==> src/logic/rps_pkg.sv <==
// Constants for the reset pin sequencer
package rps_pkg;
    localparam int unsigned PIN_DRIVE_CYCLES = 512;
    localparam int unsigned SEQ_CYCLES = 768;
    localparam int unsigned CNT_W = 10;
    localparam logic [CNT_W-1:0] CNT_ZERO = 10'h000;
    localparam logic [CNT_W-1:0] CNT_ONE = 10'h001;
    localparam logic [CNT_W-1:0] PIN_DRIVE_LAST = 10'h1FF;
    localparam logic [CNT_W-1:0] SEQ_LAST = 10'h2FF;
    // Synchroniser lanes: bit positions of each asynchronous input
    localparam int unsigned SYNC_W = 5;
    localparam int unsigned SYNC_PAD = 0;
    localparam int unsigned SYNC_NVM = 1;
    localparam int unsigned SYNC_PIN = 2;
    localparam int unsigned SYNC_S1 = 3;
    localparam int unsigned SYNC_S2 = 4;
    // All inputs idle high: no false source straight after reset
    localparam logic [SYNC_W-1:0] SYNC_IDLE = 5'h1F;
    typedef enum logic [1:0] {
        RPS_IDLE,
        RPS_DRIVE,
        RPS_WAIT,
        RPS_HOLD
    } rps_state_t;
endpackage : rps_pkg

==> src/logic/rps_reset_pin_sequencer.sv <==
// Reset pin sequencer: drives the reset pin and holds the internal reset
`timescale 1ns/1ps
`default_nettype none

// What this block does
// - Reset pin active low, two-way, shared.
// - Drive pin low 512 cycles after the last source cycle, release.
// - Internal reset held for 768-cycle sequence.
// - Pin held low outside extends internal reset.
// - NVM logic supply low starts reset.
// - Each sensor supply has its own detector.
// - Internal pull-up keeps released pin high.
module rps_reset_pin_sequencer (
    input wire logic ref_clk,
    input wire logic resetn,
    input wire logic padSupplyLowN,
    input wire logic nvmLogicSupplyLowN,
    input wire logic internalResetReq,
    input wire logic resetPinIn,
    input wire logic sensorSupplyOneLowN,
    input wire logic sensorSupplyTwoLowN,
    output logic resetPinOut,
    output logic resetPinOe,
    output logic resetPinPullUpEn,
    output logic internalResetN,
    output logic sensorSupplyOneLowDetect,
    output logic sensorSupplyTwoLowDetect
);
    // Pins and supply monitors are asynchronous: two flops each
    logic [rps_pkg::SYNC_W-1:0] syncA_q;
    logic [rps_pkg::SYNC_W-1:0] syncA_d;
    logic [rps_pkg::SYNC_W-1:0] syncB_q;
    logic [rps_pkg::SYNC_W-1:0] syncB_d;
    logic [rps_pkg::SYNC_W-1:0] syncIn;

    assign syncIn = {sensorSupplyTwoLowN, sensorSupplyOneLowN, resetPinIn,
                     nvmLogicSupplyLowN, padSupplyLowN};

    // Only the second stage is read by logic; the first may be metastable
    always_comb begin
        syncA_d = syncIn;
        syncB_d = syncA_q;
    end

    always_ff @(posedge ref_clk or negedge resetn) begin
        if (!resetn) begin
            syncA_q <= rps_pkg::SYNC_IDLE;
            syncB_q <= rps_pkg::SYNC_IDLE;
        end else begin
            syncA_q <= syncA_d;
            syncB_q <= syncB_d;
        end
    end

    logic padLow;
    logic nvmLow;
    logic pinLow;
    logic source;

    assign padLow = ~syncB_q[rps_pkg::SYNC_PAD];
    assign nvmLow = ~syncB_q[rps_pkg::SYNC_NVM];
    // Pin level is seen two edges late, so own release shows up in WAIT only
    assign pinLow = ~syncB_q[rps_pkg::SYNC_PIN];
    // Own drive of the pin is not a new source, else it would retrigger forever
    assign source = padLow | nvmLow | internalResetReq;

    rps_pkg::rps_state_t state_q, state_d;
    logic [rps_pkg::CNT_W-1:0] cnt_q, cnt_d;
    logic drive_q, drive_d;
    logic intRstN_q, intRstN_d;
    logic lvd1_q, lvd1_d;
    logic lvd2_q, lvd2_d;

    always_comb begin
        state_d = state_q;
        cnt_d = cnt_q;
        drive_d = drive_q;
        intRstN_d = intRstN_q;
        case (state_q)
            rps_pkg::RPS_IDLE: begin
                if (source) begin
                    state_d = rps_pkg::RPS_DRIVE;
                    cnt_d = rps_pkg::CNT_ZERO;
                    drive_d = 1'b1;
                    intRstN_d = 1'b0;
                end else if (pinLow) begin
                    // External reset: known start-up state while low
                    state_d = rps_pkg::RPS_HOLD;
                    intRstN_d = 1'b0;
                end
            end
            rps_pkg::RPS_DRIVE: begin
                cnt_d = cnt_q + rps_pkg::CNT_ONE;
                if (source) begin
                    cnt_d = rps_pkg::CNT_ZERO;
                end else if (cnt_q == rps_pkg::PIN_DRIVE_LAST) begin
                    drive_d = 1'b0;
                    state_d = rps_pkg::RPS_WAIT;
                end
            end
            rps_pkg::RPS_WAIT: begin
                cnt_d = cnt_q + rps_pkg::CNT_ONE;
                if (source) begin
                    state_d = rps_pkg::RPS_DRIVE;
                    cnt_d = rps_pkg::CNT_ZERO;
                    drive_d = 1'b1;
                end else if (cnt_q == rps_pkg::SEQ_LAST) begin
                    state_d = rps_pkg::RPS_HOLD;
                end
            end
            rps_pkg::RPS_HOLD: begin
                if (source) begin
                    state_d = rps_pkg::RPS_DRIVE;
                    cnt_d = rps_pkg::CNT_ZERO;
                    drive_d = 1'b1;
                end else if (!pinLow) begin
                    intRstN_d = 1'b1;
                    state_d = rps_pkg::RPS_IDLE;
                end
            end
            default: begin
                state_d = rps_pkg::RPS_IDLE;
            end
        endcase
    end

    // Power-on reset counts as a source: start driving at once
    always_ff @(posedge ref_clk or negedge resetn) begin
        if (!resetn) begin
            state_q <= rps_pkg::RPS_DRIVE;
            cnt_q <= rps_pkg::CNT_ZERO;
            drive_q <= 1'b1;
            intRstN_q <= 1'b0;
        end else begin
            state_q <= state_d;
            cnt_q <= cnt_d;
            drive_q <= drive_d;
            intRstN_q <= intRstN_d;
        end
    end

    // Sensor domains: two independent detectors, no shared state
    always_comb begin
        lvd1_d = ~syncB_q[rps_pkg::SYNC_S1];
        lvd2_d = ~syncB_q[rps_pkg::SYNC_S2];
    end

    always_ff @(posedge ref_clk or negedge resetn) begin
        if (!resetn) begin
            lvd1_q <= 1'b0;
            lvd2_q <= 1'b0;
        end else begin
            lvd1_q <= lvd1_d;
            lvd2_q <= lvd2_d;
        end
    end

    // Pin level and pull-up: registered so every output leaves a flop
    logic pull_q;
    logic pull_d;
    logic pinLevel_q;
    logic pinLevel_d;

    always_comb begin
        // Pin is only ever pulled low; a released pin rises by the pull-up
        pinLevel_d = 1'b0;
        pull_d = 1'b1;
    end

    always_ff @(posedge ref_clk or negedge resetn) begin
        if (!resetn) begin
            pinLevel_q <= 1'b0;
            pull_q <= 1'b1;
        end else begin
            pinLevel_q <= pinLevel_d;
            pull_q <= pull_d;
        end
    end

    // Limitation: external low alone never drives the pin, it only holds
    // the internal reset; otherwise the block would latch its own drive.
    assign resetPinOut = pinLevel_q;
    assign resetPinOe = drive_q;
    assign resetPinPullUpEn = pull_q;
    assign internalResetN = intRstN_q;
    assign sensorSupplyOneLowDetect = lvd1_q;
    assign sensorSupplyTwoLowDetect = lvd2_q;
endmodule : rps_reset_pin_sequencer

`default_nettype wire

==> config.mk <==
export PLATFORM = sky130hd
export DESIGN_NAME = rps_reset_pin_sequencer
export DESIGN_NICKNAME = d
export VERILOG_FILES = /design/src/logic/rps_pkg.sv /design/src/logic/rps_reset_pin_sequencer.sv
export SDC_FILE = /design/constraint.sdc
export NUM_CORES = 1
export LEC_CHECK = 0
export BUFFER_PORTS_ARGS = -buffer_cell sky130_fd_sc_hd__clkbuf_2
export CORE_MARGIN = 4
export CORE_UTILIZATION = 40
export CTS_CLUSTER_DIAMETER = 50
export DETAILED_ROUTE_END_ITERATION = 6
export PLACE_DENSITY = 0.7
export SLEW_MARGIN = 20
export SYNTH_ARGS = -nofsm -noshare
export SYNTH_HDL_FRONTEND = slang
export SYNTH_SLANG_ARGS = --single-unit
export TNS_END_PERCENT = 30
==> constraint.sdc <==
create_clock -name ref_clk -period 2 [get_ports ref_clk]
set_input_delay 0.3 -clock ref_clk [delete_from_list [all_inputs] [get_ports ref_clk]]
set_output_delay 0.3 -clock ref_clk [all_outputs]
set_load 0.02 [all_outputs]
==> flow_results.org <==
** Run status
- The run finished with clean final reports.

** Worst setup path
- Terminus of the critical flop-to-flop path :: cnt_q[6]
- Slowest stage delay, CP :: 600 ps
- Req. time, crit path :: 2260 ps
- Critical Path Sink Type :: flop
- FF-to-FF path depth :: 5
- The critical path goes through inv_1 > ha_1 > nand4_1 > or3_1 > a21oi_1.
- Top cell family by delay on the critical path :: flip-flops
- In this run the critical register-to-register path is launched from state_q[0].
- The critical path is of the reg2reg type.
- Top fanout value on the critical path :: 5
- Slack of the worst reg-to-reg path :: 120 ps
- Counting both buffers and inverters, the worst setup path holds a total of 1.
- Kind of start point of the critical path :: flop
- The slowest stage of the critical path is the sky130_fd_sc_hd__dfstp_2 cell.
- CP Data Arrival Time :: 2140 ps

** STA
- Clock skew on the completed layout was measured at 5.226 ps.
- RSZ-0062 raised after global routing :: false
- Final min period :: 1885 ps
- Rel. slew slack :: 59.09%
- Setup violations remaining at the end of the flow were counted as 0.
- Setup total negative slack on the finished layout was measured at 0 ps.
- Post-route fraction of the period consumed by the critical path :: 94.24%
- Peak Freq :: 530.5 MHz
- The hold violation total from the final report was 0.
- For the pin with the worst max-slew slack, the measured transition is 613.6 ps.
- Fin. max-slew vios :: 0

** Place
- # port buffers :: 11
- Final weighted congestion in routability-driven placement :: 0.8391
- After legalization and detailed placement, the total HPWL measured 1.300 mm.
- Placed insts :: 137

** Clocking
- Number of buffers added by the clock tree synthesis step :: 3
- Clk slew on worst S/H paths :: 140 ps
- Htree depth :: 1
- CTS max path bufs :: 2
- The cell sitting at the root of the clock tree is a sky130_fd_sc_hd__clkbuf_4.
- Clock latency at the later pin of the worst-skew pair :: 320 ps
- TritonCTS built the clock tree.
- Sinks on the clock net :: 26

** Die
- The die covers 3764 µm².
- During I/O placement, the number of pins put on the boundary was 14.
- For this configuration, the core starts out at a cell density of 41.65%.
- Vertical extent of the die :: 61.35 µm
- Horiz. Die Dim :: 61.35 µm
- In this run the core area contains 19 standard-cell rows.
- The core region is 2734 µm².

** Route
- Remaining design rule violation count :: 0
- Detailed routing inserted a total of 779 vias.
- Starting DRC count in detailed routing :: 46
- Count of nets left with antenna violations after detail routing :: 0
- Wires add up to 1.950 mm.
- Initial DRT Pass Iterations :: 4
- Dividing the detail-routed wire length by the instance count gives 13.27 µm.
- Routed via count divided by cell count :: 5.299

** Global route
- Summed over all layers, the global routing overflow is 0.
- GRT Resource Usage Total :: 12.56%
- GRT Max-Usage Layer :: met2
- Global routing used 20.24% of the available met2 tracks.
- The via count of the first global-routing pass is 781.
- Global routing used 5.031% of the available met3 tracks.
- The first global-routing pass estimated 3.360 mm of wire.
- Initial antenna violation count :: 0
- Entering global routing, the biggest net connects 27 pins.
- M1 GR Usage :: 14.59%

** Min path
- Min-Delay Endpoint :: syncA_q[4]
- Worst min path class :: in2reg
- Depth of the worst hold-timing path :: 1
- Launch instance of the worst min-delay path :: sensorSupplyTwoLowN

** Power
- The design draws 0.9539 mW.
- Power density relative to cell area :: 708.5 nW/µm²
- The worst-case IR drop observed on VDD is 0.0004562 V.
- Summed over all cells, the static leakage comes to 0.6062 nW.

** Logic synthesis
- Post-Syn Nets :: 110
- Flops & latches, synth :: 26
- Async set or reset register ratio after synthesis :: 100.0%
- After synthesis, the share of cell area in mux cells is 1.868%.
- Synth Cell Area :: 1139 µm²
- Averaged over all synthesized cells, the footprint is 11.74 µm².
- YS warnings :: 0
- Post-synthesis instance total :: 97
- The synthesized design devotes to its leading area cell type 30.77% of total area.
- In the post-synthesis netlist, the biggest area contributors are sky130_fd_sc_hd__dfrtp_1 31%, sky130_fd_sc_hd__dfstp_2 28%, sky130_fd_sc_hd__ha_1 5.5%.
- Yosys mapped a number of flops with a built-in enable equal to 0.
- Synth Area in Compound Gates :: 8.791%
- After Yosys synthesis, and, or, nand and nor cells account for 16.37% of the synthesized area.
- For this run, the leading register cell type out of synthesis is sky130_fd_sc_hd__dfrtp_1.
- Yosys cell types :: 33
- Dominant combinational cell family by area after synthesis :: simple AND/OR/NAND/NOR gates
- Of the total synthesized cell area, the portion taken by XOR and XNOR cells is 5.385%.
- Sequential elements use 58.46% of the synthesized area.
- Post-synthesis adder-cell area fraction :: 5.495%
- The biggest area contributor in the post-synthesis netlist is sky130_fd_sc_hd__dfrtp_1.

** Finish
- Most common library cell in the layout ignoring fill and taps :: sky130_fd_sc_hd__dfrtp_1
- Area of the multi-input gates :: 454.2 µm²
- Summing all flip-flop and latch instances after layout gives 665.6 µm².
- Diodes inserted :: 0
- Fill cells :: 244
- Number of cells in the finished layout apart from fillers :: 147
- Of the cells placed in the final design, the portion with a size suffix greater than 1 is 29.31%.
- The net count of the finished layout is 130.
- In the layout the commonest cells are 14 x sky130_fd_sc_hd__dfrtp_1, 12 x sky130_fd_sc_hd__dfstp_2, 11 x sky130_fd_sc_hd__clkbuf_2, 9 x sky130_fd_sc_hd__nor2_1.
- Relative area change from synthesis to final layout :: 18.24%

** Job
- Across the run, the number of max-cap violations was 0.
[where the power goes]
group	switching [mW]	internal [mW]
Sequential	0.00472	0.547
Combinational	0.0249	0.0168
Clock	0.157	0.203
[worst reg2reg max path, cell delays in order (launching register included)]
cell                      delay [ps]
sky130_fd_sc_hd__dfstp_2         600
sky130_fd_sc_hd__inv_1            70
sky130_fd_sc_hd__ha_1            400
sky130_fd_sc_hd__nand4_1         230
sky130_fd_sc_hd__or3_1           360
sky130_fd_sc_hd__a21oi_1         160
[per-layer routing]
| metal | share of wire (%) | vias to the layer above |
|---|---|---|
| met3 | 3.5 | 6 |
| li1 | - | 367 |
| met1 | 43 | 391 |
| met4 | 2.2 | 0 |
| met5 | 0 | - |
| met2 | 51 | 15 |
[cell type report]
| class | instances | area share (%) |
|---|---|---|
| clock inverters | 1 | 2.230 |
| multi-input cells | 64 | 33.74 |
| clock buffers | 3 | 1.673 |
| well taps | 31 | 2.881 |
| flip-flops and latches | 26 | 49.44 |
| repair buffers | 18 | 8.922 |
| inverters | 4 | 1.115 |
[stage by stage]
stage	cell area [µm²]	utilization, %	hold WS [ps]	setup WS (ps)
after global placement	1221	44.67	343.6	71.84
after CTS	1290	47.19	33.24	34.76
final	1346	49.24	44.25	115.2
after detailed placement	1221	44.67	346.8	-81.60
after global routing	1346	49.24	2.437	23.25
after floorplan	1139	-	4.409	132.3
[state kept, by name (all words and copies together) (netlist names)]
register	flops
cnt_q	10
internalResetN	1
resetPinOe	1
sensorSupplyOneLowDetect	1
sensorSupplyTwoLowDetect	1
state_q	2
syncA_q	5
syncB_q	5
[how the worst max path moves through the flow]
stage | from | endpoint | slack, ps | cells past startpoint
floorplan | state_q[0] | state_q[0] | 130 | 6
global placement | state_q[0] | state_q[0] | 70 | 6
detailed placement | state_q[0] | state_q[0] | -80 | 6
CTS | state_q[0] | state_q[0] | 30 | 6
global route | state_q[0] | cnt_q[6] | 20 | 5
finish | state_q[0] | cnt_q[6] | 120 | 5
[repair_timing]
item / CTS / global route
pin swaps: 0 / 1
setup buffers: 0 / 1
gates resized for setup: 1 / 2
hold buffers: 1 / 4
endpoints found under the hold margin: 14 / 4
gates cloned: 0 / 0
setup endpoints to repair: 2 / 2
[Yosys cell counts (2+ instances only)]
cell type	instances
sky130_fd_sc_hd__dfrtp_1	14
sky130_fd_sc_hd__inv_1	4
sky130_fd_sc_hd__xnor2_1	2
sky130_fd_sc_hd__and4_1	2
sky130_fd_sc_hd__dfstp_2	12
sky130_fd_sc_hd__nand2b_1	2
sky130_fd_sc_hd__o21ai_0	6
sky130_fd_sc_hd__a21oi_1	3
sky130_fd_sc_hd__ha_1	5
sky130_fd_sc_hd__buf_4	2
sky130_fd_sc_hd__conb_1	2
sky130_fd_sc_hd__nand2_1	5
sky130_fd_sc_hd__nand4_1	2
sky130_fd_sc_hd__or3_1	3
sky130_fd_sc_hd__xor2_1	5
sky130_fd_sc_hd__nand3_1	3
sky130_fd_sc_hd__nor2_1	9
[cell families (layout without fill, tap and decap cells)]
group | count (synthesis) | after routing
DFF | 26 | 26
muxes | 2 | 2
other | 2 | 2
AOI/OAI and AO/OA | 15 | 15
and+or+nand+nor | 33 | 33
buffers and inverters | 7 | 26
xor gates and xnor gates | 7 | 7
adders and majority gates | 5 | 5
(Power assumes the default switching activity.)
